File: src/design/fhqg_defines.svh
// Purpose: timing counts, command codes and bus addresses for the flash host sequencer
// Assumes: 20 MHz controller clock
// Notes:   command codes and unlock addresses are plain defaults; adjust for the part in use
`ifndef FHQG_DEFINES_SVH
`define FHQG_DEFINES_SVH

// ----------------------------------------------------------------------
// clock and timing
// ----------------------------------------------------------------------
`define FHQG_CLK_NS        50
`define FHQG_T_WP_NS       35
`define FHQG_T_ACC_NS      90
`define FHQG_CYC_UP(t)     ((((t) + `FHQG_CLK_NS - 1) / `FHQG_CLK_NS) < 1 ? 1 : \
                            (((t) + `FHQG_CLK_NS - 1) / `FHQG_CLK_NS))
`define FHQG_WP_CYC        `FHQG_CYC_UP(`FHQG_T_WP_NS)
`define FHQG_SYNC_CYC      2
`define FHQG_RD_CYC        (`FHQG_CYC_UP(`FHQG_T_ACC_NS) + `FHQG_SYNC_CYC)

// ----------------------------------------------------------------------
// command cycle addresses and data
// ----------------------------------------------------------------------
`define FHQG_UNLK1_WORD    22'h000555
`define FHQG_UNLK2_WORD    22'h0002AA
`define FHQG_UNLK1_BYTE    22'h000AAA
`define FHQG_UNLK2_BYTE    22'h000555
`define FHQG_QRY_WORD      22'h000055
`define FHQG_QRY_BYTE      22'h0000AA
`define FHQG_D_UNLK1       16'h00AA
`define FHQG_D_UNLK2       16'h0055
`define FHQG_D_QUERY       16'h0098
`define FHQG_D_RESET       16'h00F0
`define FHQG_D_PROGRAM     16'h00A0
`define FHQG_D_AUTOSEL     16'h0090
`define FHQG_D_SSR_ENTER   16'h0088
`define FHQG_D_SSR_EXIT    16'h0000

`endif

File: src/design/fhqg_pkg.sv
// Purpose: types shared by the flash host sequencer
// Assumes: 22-bit byte address, 16-bit data bus
// Notes:   state codes are one-hot
package fhqg_pkg;

  typedef enum logic [2:0] {
    FHQG_OP_READ    = 3'h0,
    FHQG_OP_WRITE   = 3'h1,
    FHQG_OP_QUERY   = 3'h2,
    FHQG_OP_RESET   = 3'h3,
    FHQG_OP_SSR_IN  = 3'h4,
    FHQG_OP_SSR_OUT = 3'h5,
    FHQG_OP_AUTOSEL = 3'h6
  } fhqg_op_t;

  typedef enum logic [1:0] {
    FHQG_M_ARRAY    = 2'h0,
    FHQG_M_AUTOSEL  = 2'h1,
    FHQG_M_QUERY    = 2'h2,
    FHQG_M_QUERY_AS = 2'h3
  } fhqg_mode_t;

  typedef enum logic [4:0] {
    FHQG_S_IDLE = 5'h01,
    FHQG_S_ADDR = 5'h02,
    FHQG_S_WE   = 5'h04,
    FHQG_S_RD   = 5'h08,
    FHQG_S_REC  = 5'h10
  } fhqg_state_t;

  typedef struct packed {
    fhqg_op_t    op;
    logic        secure;
    logic [21:0] addr;
    logic [15:0] data;
  } fhqg_req_t;

  typedef struct packed {
    logic [21:0] addr;
    logic [15:0] data;
    logic        rd;
    logic        last;
  } fhqg_bus_t;

endpackage : fhqg_pkg

File: src/design/fhqg_host.sv
// Purpose: host sequencer driving an asynchronous parallel flash through its pins
// Assumes: one request at a time; flash data pins arrive unsynchronised
// Notes:   outputs are all registered; no accelerate pin, programming always uses full unlock
`timescale 1ns/1ps
`include "fhqg_defines.svh"

module fhqg_host (
  // clock and reset
  input  wire logic                  MCLK_I,
  input  wire logic                  NRST_I,
  // request and response
  input  wire logic                  REQ_VALID_I,
  input  wire fhqg_pkg::fhqg_req_t   REQ_I,
  input  wire logic                  BYTE_MODE_I,
  output logic                       REQ_READY_O,
  output logic                       RESP_VALID_O,
  output logic                       RESP_ERR_O,
  output logic [15:0]                RESP_DATA_O,
  // status
  output logic                       SSR_ACTIVE_O,
  output logic                       QUERY_ACTIVE_O,
  // flash pins
  output logic                       FL_CE_N_O,
  output logic                       FL_WE_N_O,
  output logic                       FL_OE_N_O,
  output logic [21:0]                FL_ADDR_O,
  output logic [15:0]                FL_DQ_O,
  output logic                       FL_DQ_OE_O,
  input  wire logic [15:0]           FL_DQ_I
);

  localparam logic [2:0] WP_LAST = 3'(`FHQG_WP_CYC - 1);
  localparam logic [2:0] RD_LAST = 3'(`FHQG_RD_CYC - 1);

  fhqg_pkg::fhqg_state_t state_r, state_nxt;
  fhqg_pkg::fhqg_mode_t  mode_r, mode_nxt, mode_done_w;
  fhqg_pkg::fhqg_req_t   req_r, req_nxt;
  fhqg_pkg::fhqg_bus_t   step_w;
  logic [1:0]            idx_r, idx_nxt;
  logic [2:0]            cnt_r, cnt_nxt;
  logic                  ssr_r, ssr_nxt, ssr_done_w;
  logic                  ready_r, ready_nxt;
  logic                  resp_v_r, resp_v_nxt;
  logic                  err_r, err_nxt;
  logic [15:0]           data_r, data_nxt;
  logic                  ce_r, ce_nxt, we_r, we_nxt, oe_r, oe_nxt;
  logic [21:0]           addr_r, addr_nxt;
  logic [15:0]           dq_r, dq_nxt;
  logic                  dq_oe_r, dq_oe_nxt;
  logic [15:0]           dq_meta_r, dq_sync_r;
  logic                  in_query_w, refuse_w, finish_w, query_r, query_nxt;
  logic [21:0]           rd_addr_w;

  // ----------------------------------------------------------------------
  // bus cycle table
  // ----------------------------------------------------------------------
  function automatic fhqg_pkg::fhqg_bus_t seq_step(input fhqg_pkg::fhqg_op_t op, input logic [1:0] idx,
                                                   input logic bm, input logic [21:0] rda,
                                                   input logic [21:0] wa, input logic [15:0] wd);
    fhqg_pkg::fhqg_bus_t b;
    logic [15:0]         cmd;
    b   = '{addr: 22'h000000, data: 16'h0000, rd: 1'b0, last: 1'b0};
    cmd = `FHQG_D_AUTOSEL;
    case (op)
      fhqg_pkg::FHQG_OP_WRITE:   cmd = `FHQG_D_PROGRAM;
      fhqg_pkg::FHQG_OP_SSR_IN:  cmd = `FHQG_D_SSR_ENTER;
      default:                   cmd = `FHQG_D_AUTOSEL;
    endcase
    case (op)
      fhqg_pkg::FHQG_OP_READ:  b = '{addr: rda, data: 16'h0000, rd: 1'b1, last: 1'b1};
      fhqg_pkg::FHQG_OP_QUERY: begin
        b = '{addr: bm ? `FHQG_QRY_BYTE : `FHQG_QRY_WORD, data: `FHQG_D_QUERY, rd: 1'b0, last: 1'b1};
      end
      fhqg_pkg::FHQG_OP_RESET: b = '{addr: 22'h000000, data: `FHQG_D_RESET, rd: 1'b0, last: 1'b1};
      default: begin
        // unlock pair, command, then data cycle where the op has one
        case (idx)
          2'h0: b.addr = bm ? `FHQG_UNLK1_BYTE : `FHQG_UNLK1_WORD;
          2'h1: b.addr = bm ? `FHQG_UNLK2_BYTE : `FHQG_UNLK2_WORD;
          2'h2: b.addr = bm ? `FHQG_UNLK1_BYTE : `FHQG_UNLK1_WORD;
          default: b.addr = (op == fhqg_pkg::FHQG_OP_WRITE) ? wa : 22'h000000;
        endcase
        case (idx)
          2'h0: b.data = `FHQG_D_UNLK1;
          2'h1: b.data = `FHQG_D_UNLK2;
          2'h2: b.data = cmd;
          default: b.data = (op == fhqg_pkg::FHQG_OP_WRITE) ? wd : `FHQG_D_SSR_EXIT;
        endcase
        b.last = (op == fhqg_pkg::FHQG_OP_WRITE || op == fhqg_pkg::FHQG_OP_SSR_OUT) ? (idx == 2'h3) :
                 (idx == 2'h2);
      end
    endcase
    return b;
  endfunction : seq_step

  // ----------------------------------------------------------------------
  // decode
  // ----------------------------------------------------------------------
  assign in_query_w = (mode_r == fhqg_pkg::FHQG_M_QUERY) || (mode_r == fhqg_pkg::FHQG_M_QUERY_AS);
  assign query_nxt  = (mode_nxt == fhqg_pkg::FHQG_M_QUERY) || (mode_nxt == fhqg_pkg::FHQG_M_QUERY_AS);
  // query reads take the table index; upper bits forced low, doubled in byte mode
  assign rd_addr_w  = !in_query_w ? req_r.addr :
                      BYTE_MODE_I ? {14'h0000, req_r.addr[6:0], 1'b0} :
                                    {15'h0000, req_r.addr[6:0]};
  assign step_w     = seq_step(req_r.op, idx_r, BYTE_MODE_I, rd_addr_w, req_r.addr, req_r.data);
  // main-array access while the secured region is mapped is refused
  assign refuse_w   = ((REQ_I.op == fhqg_pkg::FHQG_OP_READ || REQ_I.op == fhqg_pkg::FHQG_OP_WRITE) &&
                       !REQ_I.secure && ssr_r) ||
                      (REQ_I.op == fhqg_pkg::FHQG_OP_QUERY && in_query_w) ||
                      (REQ_I.op == fhqg_pkg::FHQG_OP_WRITE && mode_r != fhqg_pkg::FHQG_M_ARRAY);
  assign finish_w   = (state_r == fhqg_pkg::FHQG_S_REC) && step_w.last;
  assign mode_done_w = (req_r.op == fhqg_pkg::FHQG_OP_QUERY) ?
                         ((mode_r == fhqg_pkg::FHQG_M_AUTOSEL) ? fhqg_pkg::FHQG_M_QUERY_AS :
                                                                 fhqg_pkg::FHQG_M_QUERY) :
                       (req_r.op == fhqg_pkg::FHQG_OP_RESET) ?
                         ((mode_r == fhqg_pkg::FHQG_M_QUERY_AS) ? fhqg_pkg::FHQG_M_AUTOSEL :
                                                                  fhqg_pkg::FHQG_M_ARRAY) :
                       (req_r.op == fhqg_pkg::FHQG_OP_AUTOSEL) ? fhqg_pkg::FHQG_M_AUTOSEL : mode_r;
  assign ssr_done_w = (req_r.op == fhqg_pkg::FHQG_OP_SSR_IN)  ? 1'b1 :
                      (req_r.op == fhqg_pkg::FHQG_OP_SSR_OUT) ? 1'b0 : ssr_r;

  // ----------------------------------------------------------------------
  // sequencer
  // ----------------------------------------------------------------------
  always_comb begin
    state_nxt  = state_r;
    mode_nxt   = mode_r;
    req_nxt    = req_r;
    idx_nxt    = idx_r;
    cnt_nxt    = cnt_r;
    ssr_nxt    = ssr_r;
    ready_nxt  = 1'b0;
    resp_v_nxt = 1'b0;
    err_nxt    = 1'b0;
    data_nxt   = data_r;
    ce_nxt     = 1'b1;
    we_nxt     = 1'b1;
    oe_nxt     = 1'b1;
    addr_nxt   = addr_r;
    dq_nxt     = dq_r;
    dq_oe_nxt  = 1'b0;
    case (state_r)
      fhqg_pkg::FHQG_S_IDLE: begin
        ready_nxt = 1'b1;
        if (REQ_VALID_I && ready_r) begin
          if (refuse_w) begin
            resp_v_nxt = 1'b1;
            err_nxt    = 1'b1;
          end else begin
            req_nxt   = REQ_I;
            idx_nxt   = 2'h0;
            ready_nxt = 1'b0;
            state_nxt = fhqg_pkg::FHQG_S_ADDR;
          end
        end
      end
      fhqg_pkg::FHQG_S_ADDR: begin
        ce_nxt    = 1'b0;
        addr_nxt  = step_w.addr;
        dq_nxt    = step_w.data;
        dq_oe_nxt = !step_w.rd;
        cnt_nxt   = 3'h0;
        state_nxt = step_w.rd ? fhqg_pkg::FHQG_S_RD : fhqg_pkg::FHQG_S_WE;
      end
      fhqg_pkg::FHQG_S_WE: begin
        // output enable stays high for the whole strobe
        ce_nxt    = 1'b0;
        we_nxt    = 1'b0;
        dq_oe_nxt = 1'b1;
        cnt_nxt   = cnt_r + 3'h1;
        if (cnt_r == WP_LAST) state_nxt = fhqg_pkg::FHQG_S_REC;
      end
      fhqg_pkg::FHQG_S_RD: begin
        ce_nxt  = 1'b0;
        oe_nxt  = 1'b0;
        cnt_nxt = cnt_r + 3'h1;
        if (cnt_r == RD_LAST) begin
          data_nxt  = dq_sync_r;
          state_nxt = fhqg_pkg::FHQG_S_REC;
        end
      end
      fhqg_pkg::FHQG_S_REC: begin
        // data held one cycle past the write enable rise
        dq_oe_nxt = !step_w.rd;
        if (step_w.last) begin
          resp_v_nxt = 1'b1;
          mode_nxt   = mode_done_w;
          ssr_nxt    = ssr_done_w;
          state_nxt  = fhqg_pkg::FHQG_S_IDLE;
        end else begin
          idx_nxt   = idx_r + 2'h1;
          state_nxt = fhqg_pkg::FHQG_S_ADDR;
        end
      end
      default: state_nxt = fhqg_pkg::FHQG_S_IDLE;
    endcase
  end

  // ----------------------------------------------------------------------
  // registers
  // ----------------------------------------------------------------------
  // write enable idles high from reset so no command can land at power-up
  // flash data is asynchronous: two flops ahead of the read capture
  always_ff @(posedge MCLK_I or negedge NRST_I) begin
    if (!NRST_I) begin
      state_r <= fhqg_pkg::FHQG_S_IDLE;
      mode_r  <= fhqg_pkg::FHQG_M_ARRAY;
      req_r   <= '0;
      {idx_r, cnt_r, ssr_r, query_r, ready_r, resp_v_r, err_r, data_r} <= '0;
      {ce_r, we_r, oe_r} <= 3'h7;
      {addr_r, dq_r, dq_oe_r, dq_meta_r, dq_sync_r} <= '0;
    end else begin
      state_r <= state_nxt;
      mode_r  <= mode_nxt;
      req_r   <= req_nxt;
      {idx_r, cnt_r, ssr_r, query_r, ready_r, resp_v_r, err_r, data_r} <=
        {idx_nxt, cnt_nxt, ssr_nxt, query_nxt, ready_nxt, resp_v_nxt, err_nxt, data_nxt};
      {ce_r, we_r, oe_r} <= {ce_nxt, we_nxt, oe_nxt};
      {addr_r, dq_r, dq_oe_r, dq_meta_r, dq_sync_r} <= {addr_nxt, dq_nxt, dq_oe_nxt, FL_DQ_I, dq_meta_r};
    end
  end

  assign REQ_READY_O    = ready_r;
  assign RESP_VALID_O   = resp_v_r;
  assign RESP_ERR_O     = err_r;
  assign RESP_DATA_O    = data_r;
  assign SSR_ACTIVE_O   = ssr_r;
  assign QUERY_ACTIVE_O = query_r;
  assign FL_CE_N_O      = ce_r;
  assign FL_WE_N_O      = we_r;
  assign FL_OE_N_O      = oe_r;
  assign FL_ADDR_O      = addr_r;
  assign FL_DQ_O        = dq_r;
  assign FL_DQ_OE_O     = dq_oe_r;
endmodule : fhqg_host

File: config.mk
export PLATFORM = sky130hd
export DESIGN_NAME = fhqg_host
export DESIGN_NICKNAME = d
export VERILOG_FILES = /design/src/design/fhqg_pkg.sv /design/src/design/fhqg_host.sv
export VERILOG_INCLUDE_DIRS = /design/src /design/src/design
export SDC_FILE = /design/constraint.sdc
export NUM_CORES = 1
export LEC_CHECK = 0
export ABC_AREA = 1
export BUFFER_PORTS_ARGS = -buffer_cell sky130_fd_sc_hd__buf_2
export CORE_MARGIN = 8
export CORE_UTILIZATION = 30
export CTS_CLUSTER_DIAMETER = 100
export DETAILED_ROUTE_END_ITERATION = 6
export RECOVER_POWER = 50
export SLEW_MARGIN = 20
export SYNTH_ARGS = -nofsm -noshare
export SYNTH_HDL_FRONTEND = slang
export SYNTH_SLANG_ARGS = --single-unit
File: constraint.sdc
create_clock -name MCLK_I -period 1.45 [get_ports MCLK_I]
set_clock_uncertainty 0.15 [all_clocks]
set_input_delay 0.29 -clock MCLK_I [delete_from_list [all_inputs] [get_ports MCLK_I]]
set_output_delay 0.29 -clock MCLK_I [all_outputs]
set_load 0.03 [all_outputs]
After elaboration in Yosys (flattened, before gate mapping)
Cells that the tools add are included.

Input port bits: 62. Register bits: 148. Memories: 0. Latch bits: 0. Bits in writable memories: 0. Memory bits (read-only): 0.

Magnitude comparators: 0. $mul: 0. Reductions and logical operators: 31. Equality and inequality tests: 27. Mux-type cells: 46. Add/sub/neg operators: 2. Bitwise gates (word level): 1. Divide/modulo/power cells: 0. Shift operators: 0.

Operators with widths (count): 38-bit one-hot mux with 3 select lines (1); 16-bit one-hot mux with 3 select lines (1); 22-bit two-way mux (2); 22-bit one-hot mux with 2 select lines (1); 5-bit one-hot mux with 5 select lines (1); 5-bit two-way mux (4); 2-bit two-way mux (9); 1-bit two-way mux (16); 16-bit two-way mux (1); 8-bit two-way mux (2); 2-bit == test (second input constant) (6); 3-bit by 2-bit == test with 1-bit output (second input constant) (4); 12-bit two-way mux (1); 6-bit one-hot mux with 2 select lines (1); 11-bit two-way mux (1); 2-bit != test (second input constant) (5); 3-bit == test (second input constant) (3); 3-bit logical NOT (3); 4-bit AND reduction (2); 2-bit nonzero test (4); 3-bit by 1-bit == test with 1-bit output (second input constant) (2); 1-bit logical OR (6); 3-bit one-hot mux with 2 select lines (1); 3-bit AND reduction (2); 18 further kinds (28).

Logic depth before layout (Yosys ltp)
Gate-level depths: netlist (run 1).

Depth in word-level cells: 9. Mapped depth: 10. Gate-level depth less buffers: 10.

Worst setup path after synthesis (run 1)
Ideal clock, no wire load.

Path type: register to register. From: reg idx_r[0]. To: reg idx_r[0]. Data arrival time: 1288 ps. Path slack: -105 ps. Library setup time: 117 ps. Stages on the path, launching flop included: 11. Clock period less this slack: 1555 ps. Cell sequence: dfrtp_1 > inv_1 > ha_1 > nor2_1 > nand2_1 > nand2_1 > nand2_1 > nand2_1 > nand3_1 > nand2_1 > nand2_1.

Cells in the longest elaborated chain, start to end: 5. Elaborated cells between the ends (all ways): 9. Classes of those cells: add/sub (1); eq/ne (3); mux (4); reduce/logical (1).

RTL lines: from (decl) (line fhqg_host.sv:39) `logic [1:0] idx_r, idx_nxt;`; from (signal assigned) (line fhqg_host.sv:216) `{idx_r, cnt_r, ssr_r, query_r, ready_r, resp_v_r, err_r, data_r} <=`; 2-bit == test, on equally long branches (line fhqg_host.sv:90, fhqg_host.sv:89); 1-bit two-way mux (line fhqg_host.sv:89) `b.last = (op == fhqg_pkg::FHQG_OP_WRITE || op == fhqg_pkg::FHQG_OP_SSR_OUT) ? (idx == 2'h3) :`; 1-bit two-way mux (line fhqg_host.sv:69) `case (op)`; 2-bit != test (no source line); 4-bit AND reduction (no source line).

Several ways; a longest one is shown, not always the timed one. The select of a mux whose other input is x is not followed. A chain may end at the register's enable or synchronous reset.

Worst setup path after layout (run 1)
From: reg state_r[3]. To: reg addr_r[7] (netlist: FL_ADDR_O[7]).

Cells in the longest elaborated chain, start to end: 1.

RTL lines: from (decl) (line fhqg_host.sv:35) `fhqg_pkg::fhqg_state_t state_r, state_nxt;`; from (signal assigned) (line fhqg_host.sv:206) `state_r <= fhqg_pkg::FHQG_S_IDLE;`; from (signal assigned) (line fhqg_host.sv:213) `state_r <= state_nxt;`; 5-bit by 2-bit == test with 1-bit output (line fhqg_host.sv:142) `case (state_r)`; to (signal assigned) (line fhqg_host.sv:219) `{addr_r, dq_r, dq_oe_r, dq_meta_r, dq_sync_r} <= {addr_nxt, dq_nxt, dq_oe_nxt, FL_DQ_I, dq_meta_r};`; to (decl) (line fhqg_host.sv:47) `logic [21:0] addr_r, addr_nxt;`.

No other way between the ends.

==> results of run 1 <==
==> cell usage after synthesis (4+ instances only) <==
cell / instances / area share, %
nand2_1: 177 / 11
a21oi_1: 8 / 0.67
a22o_1: 8 / 1.2
nor2_1: 51 / 3.2
buf_2: 10 / 0.83
nand3_1: 38 / 3.2
ha_1: 8 / 1.7
nand4_1: 5 / 0.52
dfstp_2: 4 / 1.7
clkbuf_1: 6 / 0.37
buf_4: 4 / 0.50
o21ai_0: 31 / 2.6
o211ai_1: 4 / 0.50
inv_2: 5 / 0.31
dfrtp_1: 144 / 60
inv_1: 88 / 5.5
o21ai_1: 41 / 3.4
==> worst max-delay path: stages, from the launching register on <==
cell and delay [ns]:
dfrtp_1 0.41, nor2_4 0.15, buf_4 0.14, nand3_4 0.16, buf_4 0.22, inv_6 0.09
nand3_2 0.07, nor2_1 0.13, nor2_1 0.06
==> state kept, by name, indices dropped and copies added (netlist names) <==
name and count:
FL_ADDR_O 22, FL_CE_N_O 1, FL_DQ_O 16, FL_DQ_OE_O 1, FL_OE_N_O 1, FL_WE_N_O 1
QUERY_ACTIVE_O 1, REQ_READY_O 1, RESP_DATA_O 16, RESP_ERR_O 1, RESP_VALID_O 1, SSR_ACTIVE_O 1
cnt_r 3, dq_meta_r 16, dq_sync_r 16, idx_r 2, mode_r 2, req_r 41
state_r 5
==> per-layer routing <==
metal / part of all wire, % / GRT usage [%]
met1: 42 / 18.8
met2: 51 / 24.9
met3: 6.2 / 4.66
met4: 0.90 / 3.58
met5: 0.050 / 0
==> final timing paths <==
| kind | slack (ns) | endpoint | startpoint | depth (start not counted) |
|---|---|---|---|---|
| setup / recovery | -0.24 | FL_ADDR_O[7]$_DFFE_PN0N_ | state_r[3]$_DFFE_PN0P_ | 8 |
| hold / removal | 0.09 | req_r[40]$_DFFE_PN0P_ | REQ_I[40] | 4 |
| setup reg to reg | -0.24 | FL_ADDR_O[7]$_DFFE_PN0N_ | state_r[3]$_DFFE_PN0P_ | 8 |
| hold reg to reg | 0.20 | dq_sync_r[0]$_DFF_PN0_ | dq_meta_r[0]$_DFF_PN0_ | 0 |
| max in group asynchronous | 0.14 | RESP_DATA_O[9]$_DFFE_PN0P_ | NRST_I | 3 |
| min in group asynchronous | 0.30 | dq_sync_r[2]$_DFF_PN0_ | NRST_I | 2 |
==> area by class of cell <==
type	count	area [sq um]
tap	265	332
multi-input combinational	392	2620
sequential	148	3710
fill	1646	9150
inverter	94	388
timing repair inverter	1	8.76
antenna	1	2.50
clock buffer	20	447
clock inverter	12	168
timing repair buffer	309	2770
==> report_power, final <==
| part | internal (mW) | leakage, nW | switching, mW |
|---|---|---|---|
| Combinational | 3.60 | 3.04 | 4.24 |
| Clock | 2.79 | 0.296 | 1.81 |
| Sequential | 5.23 | 1.87 | 0.861 |
==> logic make-up after synthesis <==
logic type	after synthesis
AOI/OAI and AO/OA	100
adders and majority gates	8
DFF	148
and+or+nand+nor	283
buffers and inverters	114
==> placed cells by master, fill, tap and decap left out, types with 2 or more instances in the layout <==
cell | Yosys | layout
buf_2 | 10 | 58
nor2_4 | 3 | 13
inv_4 | 0 | 4
buf_8 | 0 | 4
bufinv_16 | 0 | 3
nand3_1 | 38 | 10
ha_1 | 8 | 2
dfrtp_1 | 144 | 139
nor2_1 | 51 | 36
nand4_1 | 5 | 5
nor3_4 | 0 | 2
nor2_2 | 2 | 8
o21ai_4 | 0 | 5
nand2_8 | 0 | 2
a21oi_2 | 1 | 2
nand2_4 | 1 | 18
nand2_2 | 2 | 28
dfstp_2 | 4 | 4
buf_12 | 0 | 11
clkbuf_1 | 6 | 11
o211ai_1 | 4 | 4
nand3_4 | 1 | 8
ha_4 | 0 | 5
clkbuf_16 | 0 | 20
a22o_1 | 8 | 8
a21oi_1 | 8 | 6
dfrtp_2 | 0 | 5
dlygate4sd3_1 | 0 | 55
nand3_2 | 0 | 21
buf_4 | 4 | 96
clkinv_4 | 0 | 5
o21ai_2 | 1 | 22
o21ai_1 | 41 | 45
nand2_1 | 177 | 132
buf_6 | 0 | 72
inv_1 | 88 | 81
inv_2 | 5 | 6
inv_6 | 0 | 5
==> what timing repair did <==
action                                  in CTS  in global routing
cloned                                       6                  4
pin swaps                                   34                 46
resized for setup                          208                186
hold buffers                                55                  0
hold endpoints to repair                   202                  0
endpoints found under the setup margin     141                167
setup buffers                               18                 39
==> impl_metrics.tcl, run 1 <==
set metrics [dict create \
    placed_cells 1095 \
    hold_path.class "in2reg" \
    crit_required_ns 1.61 \
    start_kind "flip-flop" \
    cap_violations 0 \
    ys_seq_area_share_pct 61.7 \
    grt_usage_pct 15.0 \
    fmax_ghz 0.591 \
    synth_compound_area_share_pct 9.30 \
    routed_wl_microns 20000 \
    initial_core_util_pct 30.7 \
    core.rowCount 51 \
    fin_setup_tns_ns -16.91 \
    num_vias 5594 \
    synth_area_sq_um 6010 \
    synth_area_per_cell_sq_um 9.21 \
    dieHeight_microns 158 \
    setup_slack_ns -0.243 \
    outcome "finished, violations left" \
    synthAdderAreaFrac_pct 1.66 \
    synth_edf_count 0 \
    vdd_drop_max_uv 1000 \
    die_area_sq_um 24800 \
    htreeDepth 4 \
    clock_path_buffers 2 \
    end_kind "flip-flop" \
    fin_area_sq_um 10400 \
    grt_pass1_wl_microns 29000 \
    p_leak_nw 5.21 \
    synth.area.mux_share_pct 0 \
    overflow 0 \
    grt_max_degree 41 \
    ys_ff_latch 148 \
    setup_viol 115 \
    cts_tree "yes" \
    io_buffers 124 \
    dp_slack_ns -0.247 \
    place_area_sq_um 7540 \
    synth_top_family_by_area "simple AND/OR/NAND/NOR gates" \
    hold_ws_ns 0.0862 \
    violations "setup timing" \
    fin_crit_ns 1.69 \
    hold_viol_final 0 \
    cts_sinks 148 \
    power_per_cell_area_nw_per_um2 1770 \
    viasPerCell 4.50 \
    fin_nets 1033 \
    postSynthCellCount 653 \
    drive_above_1_share_pct 44.7 \
    tightest_slew_ns 0.675 \
    cp.arrival_ns 1.86 \
    synth_nets 723 \
    cts_buffers 17 \
    synthXorXnorAreaFrac_pct 0 \
    path_class "reg2reg" \
    first_iter_violations 282 \
    yosys_most_used_dff "dfrtp_1" \
    antenna_found_initial 2 \
    place_congestion 0.818 \
    root_buffer "clkbuf_16" \
    grt_pass1_vias 5598 \
    die_w_microns 158 \
    insertion_delay_ns 0.43 \
    synth_warnings 0 \
    drc 0 \
    drt-pass1-iter-count 5 \
    final_util_pct 53.3 \
    p_total_mw 18.5 \
    cts.clk_slew.worst_paths_ns 0.06 \
    synth-async-reset-ratio_pct 100 \
    maxSlewViolCount 0 \
    finalCritPeriodShare_pct 117 \
    dp_hpwl_microns 11800 \
    slew_headroom_pct 55.0 \
    final_cells 1242 \
    yosys.area_share.simple_pct 19.8 \
    yosys.cell_types.count 31 \
    syn_to_final_growth_pct 73.6 \
    rsz0062_at_grt "true" \
    io_pins 125 \
    antenna_left 0 \
    core-area_sq_um 19600 \
    path_max_fanout 6 \
    wl_per_cell_microns 16.1 \
]
Power figures use the tool's default switching activity.
==> run 2, diff against run 1 <==
--- a/config.mk
+++ b/config.mk
@@ -13,6 +13,7 @@
 export CTS_CLUSTER_DIAMETER = 100
 export DETAILED_ROUTE_END_ITERATION = 6
 export RECOVER_POWER = 50
+export REMOVE_ABC_BUFFERS = 1
 export SLEW_MARGIN = 20
 export SYNTH_ARGS = -nofsm -noshare
 export SYNTH_HDL_FRONTEND = slang
==> constraint.sdc (replaced) <==
create_clock -name MCLK_I -period 1.45 [get_ports MCLK_I]
set_clock_uncertainty 0.15 [all_clocks]
set_input_delay 0.29 -clock MCLK_I [delete_from_list [all_inputs] [get_ports MCLK_I]]
set_output_delay 0.29 -clock MCLK_I [all_outputs]
set_load 0.1 [all_outputs]
==> run 2 against run 1 <==
Effect of this change: the flow still finishes with violations (setup timing); fmax decreased by 0.98%; flip-flop and latch count is the same; die area unchanged; non-clock buffer count up 12; via count decreased by 0.32%; critical path depth unchanged; register-to-register slack got worse by 0.02 ns; critical endpoint is now FL_DQ_O[6]$_DFFE_PN0N_; largest cell class unchanged.
==> impl_metrics.tcl, run 2 (same netlist as run 1, synthesis figures left out) <==
set metrics [dict create \
    path_class "reg2reg" \
    diodes 0 \
    grt_usage_pct 14.9 \
    worstReg2RegStart "state_r[0]$_DFFE_PN1P_" \
    fmax_ghz 0.585 \
    slowest_stage "dfstp_2" \
    num_vias 5576 \
    drc 0 \
    fin_crit_ns 1.71 \
    power_per_cell_area_nw_per_um2 1970 \
    cts_buffers 17 \
    core-area_sq_um 19600 \
    htreeDepth 4 \
    grt_pass1_wl_microns 28500 \
    setup_slack_ns -0.260 \
    clock_path_buffers 2 \
    outcome "finished, violations left" \
    initial_core_util_pct 30.7 \
    insertion_delay_ns 0.42 \
    die_w_microns 158 \
    root_buffer "clkbuf_16" \
    drive_above_1_share_pct 49.3 \
    syn_to_final_growth_pct 89.0 \
    r2r_slack_ns -0.26 \
    worstSetupStartpoint "state_r[0]$_DFFE_PN1P_" \
    cts_sinks 148 \
    max_flop_register "req_r" \
    hold_viol_final 0 \
    grt_pass1_vias 5608 \
    tightest_slew_ns 0.742 \
    vdd_drop_max_uv 1390 \
    overflow 0 \
    routed_wl_microns 20000 \
    slew_headroom_pct 50.5 \
    wl_per_cell_microns 16.0 \
    io_pins 125 \
    p_total_mw 22.4 \
    final_util_pct 58.0 \
    rsz0062_at_grt "true" \
    antenna_left 0 \
    die_area_sq_um 24800 \
    path_max_fanout 7 \
    crit_required_ns 1.60 \
    fin_nets 1043 \
    core.rowCount 51 \
    largest_reg_flops 41 \
    cts_tree "yes" \
    io_buffers 124 \
    first_iter_violations 266 \
    maxSlewViolCount 0 \
    place_congestion 0.842 \
    critPathMaxStageDelay_ns 0.58 \
    hold_ws_ns 0.0765 \
    cap_violations 0 \
    viasPerCell 4.46 \
    dieHeight_microns 158 \
    dp_hpwl_microns 11300 \
    p_leak_nw 5.53 \
    violations "setup timing" \
    final_cell_mix "130 x dfrtp_1, 122 x nand2_1, 84 x buf_4" \
    hold_path.class "in2reg" \
    grt_max_degree 43 \
    start_kind "flip-flop" \
    mostFrequentLayoutCell "dfrtp_1" \
    cp.arrival_ns 1.86 \
    antenna_found_initial 1 \
    setup_viol 156 \
    drt-pass1-iter-count 4 \
    crit_chain "buf_6 -> nor2_4 -> nand3_4 -> clkinv_8 -> buf_8 -> nand2_4 -> nand2_1 -> o21bai_1" \
    end_kind "flip-flop" \
    cts.clk_slew.worst_paths_ns 0.06 \
    finalCritPeriodShare_pct 118 \
    worstHoldStart "REQ_I[39]" \
]
[run 2: changes by cell type in the layout (fill, tap and decap cells not counted), sizes merged]
cell | previous run | this run
clkinv | 6 | 7
bufbuf | 0 | 1
buf | 241 | 256
nor2 | 57 | 56
inv | 97 | 94
diode | 1 | 0
clkbuf | 33 | 30
[run 2: critical path, delay by kind of cell (launching register included)]
| family | cells | cell delay [ns] |
|---|---|---|
| AND/OR/NAND/NOR | 4 | 0.30 |
| flip-flops | 1 | 0.58 |
| AO/OA/AOI/OAI | 1 | 0.15 |
| buffers and inverters | 3 | 0.40 |
[run 2: power breakdown]
part | internal [mW] | total (mW) | switching, mW
sequential | 5.23 | 6.25 | 1.02
combinational | 4.78 | 11.5 | 6.69
clock | 2.90 | 4.65 | 1.75
[run 2: area by class of cell]
cell class | instances | area (sq um)
clock buffers | 21 | 480
fillers | 1577 | 8220
repair buffers | 321 | 3640
inverters | 94 | 380
multi-input cells | 391 | 2660
well taps | 265 | 332
clock inverters | 11 | 148
flip-flops and latches | 148 | 3730
[run 2: final timing paths]
path                                                to  cells after the start
worst max-delay path            FL_DQ_O[6]$_DFFE_PN0N_                      8
worst min-delay path             req_r[39]$_DFFE_PN0P_                      4
worst max register to register  FL_DQ_O[6]$_DFFE_PN0N_                      8
worst min register to register  dq_sync_r[7]$_DFF_PN0_                      0
max in group asynchronous        req_r[40]$_DFFE_PN0P_                      3
min in group asynchronous       state_r[1]$_DFFE_PN0P_                      2
[run 2: stage by stage]
| stage | cell area [sq um] | worst slack (ns) | cells | setup TNS [ns] |
|---|---|---|---|---|
| 2_1_floorplan | 5910 | -0.892 | 633 | -67.65 |
| 3_3_place_gp | 8400 | -0.255 | 1090 | -15.97 |
| 3_5_place_dp | 8400 | -0.308 | 1090 | -18.72 |
| 4_1_cts | 10400 | -0.156 | 1223 | -13.76 |
| 5_1_grt | 11400 | -0.315 | 1251 | -29.47 |
| 6_report | 11400 | -0.260 | 1251 | -20.18 |
[run 2: layer usage]
layer  wire length (microns)  part of all wire (%)  up-vias  GRT usage [%]
li1                        -                     -     2699              -
met1                    8070                    40     2707           17.6
met2                   10300                    52      152           25.4
met3                    1270                   6.3       16           5.37
met4                     269                   1.3        2           3.45
met5                      13                 0.065        -              0
[run 2: what timing repair did]
| item | CTS | global route |
|---|---|---|
| resized for setup | 122 | 200 |
| cloned | 9 | 5 |
| setup endpoints to repair | 174 | 179 |
| buffers inserted | 37 | 29 |
| hold buffers | 55 | 0 |
| pin swaps | 21 | 60 |
| endpoints found under the hold margin | 202 | 0 |
==> run 3, diff against run 2 <==
--- a/config.mk
+++ b/config.mk
@@ -8,8 +8,8 @@
 export LEC_CHECK = 0
 export ABC_AREA = 1
 export BUFFER_PORTS_ARGS = -buffer_cell sky130_fd_sc_hd__buf_2
-export CORE_MARGIN = 8
-export CORE_UTILIZATION = 30
+export CORE_MARGIN = 5
+export CORE_UTILIZATION = 38
 export CTS_CLUSTER_DIAMETER = 100
 export DETAILED_ROUTE_END_ITERATION = 6
 export RECOVER_POWER = 50
==> run 3 against run 2 <==
Effect of this change: flip-flop and latch count did not move; die area fell by 26%; cell count fell by 6.3%; critical endpoint is now FL_ADDR_O[10]$_DFFE_PN0N_; largest power group unchanged; the flow still finishes with violations (setup timing).
==> impl_metrics.tcl, run 3 (same netlist as run 1, synthesis figures left out) <==
set metrics [dict create \
    cp.arrival_ns 1.86 \
    hold_ws_ns 0.105 \
    intPower_mw 12.6 \
    rr_endpoint "FL_ADDR_O[10]$_DFFE_PN0N_" \
    htreeDepth 4 \
    critPathMaxStageDelay_ns 0.44 \
    antenna_left 0 \
    hold_path.class "in2reg" \
    comb_power_share_pct 50.4 \
    worstReg2RegStart "req_r[39]$_DFFE_PN0P_" \
    num_vias 5516 \
    worstHoldStart "REQ_I[40]" \
    io_buffers 124 \
    path_class "reg2reg" \
    setup_slack_ns -0.215 \
    crit_chain "buf_6 -> nor3_4 -> nand2_2 -> buf_4 -> a21boi_2 -> nor2_1 -> nor2_1" \
    p_sw_share_pct 42.3 \
    clock_power_share_pct 20.8 \
    placed_cells 1037 \
    wl_per_cell_microns 16.0 \
    vdd_drop_max_uv 2100 \
    finalCritPeriodShare_pct 115 \
    dieHeight_microns 136 \
    pwr-share-seq_pct 28.8 \
    crit_required_ns 1.64 \
    core.rowCount 46 \
    end_kind "flip-flop" \
    place_congestion 0.898 \
    ff2ff_path_depth 7 \
    grt_pass1_wl_microns 26500 \
    largest_reg_flops 41 \
    insertion_delay_ns 0.42 \
    grt_max_degree 53 \
    p_total_mw 21.9 \
    die_w_microns 136 \
    crit_family "simple AND/OR/NAND/NOR gates" \
    syn_to_final_growth_pct 82.6 \
    grt_pass1_vias 5310 \
    mostFrequentLayoutCell "dfrtp_1" \
    cts_sinks 148 \
    cts_tree "yes" \
    overflow 0 \
    cts.clk_slew.worst_paths_ns 0.06 \
    routed_wl_microns 18700 \
    die_area_sq_um 18400 \
    worstHoldEndpoint "req_r[40]$_DFFE_PN0P_" \
    drc 0 \
    power_per_cell_area_nw_per_um2 1990 \
    dp_hpwl_microns 10500 \
    io_pins 125 \
    maxSlewViolCount 0 \
    cap_violations 0 \
    hold_viol_final 0 \
    p_leak_nw 5.30 \
    whs_path_depth 4 \
    antenna_found_initial 0 \
    rsz0062_at_grt "true" \
    core-area_sq_um 15700 \
    slew_headroom_pct 52.7 \
    path_max_fanout 4 \
    violations "setup timing" \
    cp_common_cell "nor2_1" \
    viasPerCell 4.71 \
    final_util_pct 69.9 \
    clock_path_buffers 2 \
    grt_usage_pct 18.4 \
    outcome "finished, violations left" \
    root_buffer "clkbuf_16" \
    switchingPower_mw 9.26 \
    cts_buffers 17 \
    fin_crit_ns 1.66 \
    fin_nets 1014 \
    slowest_stage "dfrtp_2" \
    initial_core_util_pct 38.3 \
    max_flop_register "req_r" \
    fmax_ghz 0.601 \
    final_cell_mix "125 x dfrtp_1, 114 x nand2_1, 77 x inv_1" \
    tightest_slew_ns 0.709 \
    first_iter_violations 243 \
    r2r_slack_ns -0.21 \
    final_cells 1172 \
    path_buf_inv 2 \
    diodes 0 \
    setup_viol 150 \
    drive_above_1_share_pct 47.5 \
    start_kind "flip-flop" \
    drt-pass1-iter-count 5 \
]
run 3: changes by cell type in the layout (fill, tap and decap cells not counted), sizes merged:
cell and delta:
bufbuf -1, inv -1, buf -29, clkinv -1, bufinv +1, dlygate4sd3 +1
run 3: final cells by class:
cell class / instances / area, sq um
repair buffers: 292 / 3330
well taps: 216 / 270
inverters: 94 / 390
multi-input cells: 391 / 2660
flip-flops and latches: 148 / 3730
fillers: 1056 / 4730
clock inverters: 10 / 156
clock buffers: 21 / 450
run 3: what timing repair did:
item | CTS | global route
buffers inserted | 19 | 25
cloned | 3 | 6
setup endpoints to repair | 170 | 174
hold buffers | 56 | 0
resized for setup | 116 | 196
endpoints found under the hold margin | 202 | 0
pin swaps | 21 | 46
run 3: tightest hold or removal path, cell delays in order:
cell and delay (ns):
buf_2 0.11, inv_1 0.07, buf_4 0.11, o21ai_1 0.05
run 3: routing by layer:
layer	up-vias	GRT usage, %	share of wire, %
met5	-	0	0
met4	0	6.94	3.2
met3	50	5.33	5.7
met2	187	30.1	50
met1	2642	23.3	41
li1	2637	-	-
run 3: power groups by stage:
stage / logic (mW) / clock network, mW / registers (mW)
after global routing: 11.6 / 4.83 / 6.43
final: 11.0 / 4.56 / 6.31
after global placement: 8.69 / 0 / 6.20
after detailed placement: 8.78 / 0 / 6.21
after CTS: 9.54 / 4.62 / 6.21
after floorplan: 2.14 / 0 / 8.98
run 3: worst max-delay path by stage:
stage	startpoint	end	slack [ns]	cells past startpoint
2_1_floorplan	state_r[3]$_DFFE_PN0P_	FL_ADDR_O[0]$_DFFE_PN0N_	-0.89	6
3_3_place_gp	state_r[3]$_DFFE_PN0P_	FL_ADDR_O[10]$_DFFE_PN0N_	-0.16	7
3_5_place_dp	idx_r[0]$_DFFE_PN0P_	mode_r[1]$_DFF_PN0_	-0.22	9
4_1_cts	FL_WE_N_O$_DFF_PN1_	FL_WE_N_O	-0.14	1
5_1_grt	req_r[39]$_DFFE_PN0P_	FL_ADDR_O[10]$_DFFE_PN0N_	-0.33	7
6_report	req_r[39]$_DFFE_PN0P_	FL_ADDR_O[10]$_DFFE_PN0N_	-0.21	7
run 3: metrics by stage:
step	setup TNS, ns	instance area, sq um	setup WS (ns)
2_1_floorplan	-67.65	5910	-0.892
3_3_place_gp	-10.62	8320	-0.160
3_5_place_dp	-12.67	8320	-0.225
4_1_cts	-9.29	10100	-0.143
5_1_grt	-29.70	11000	-0.335
6_report	-15.51	11000	-0.215
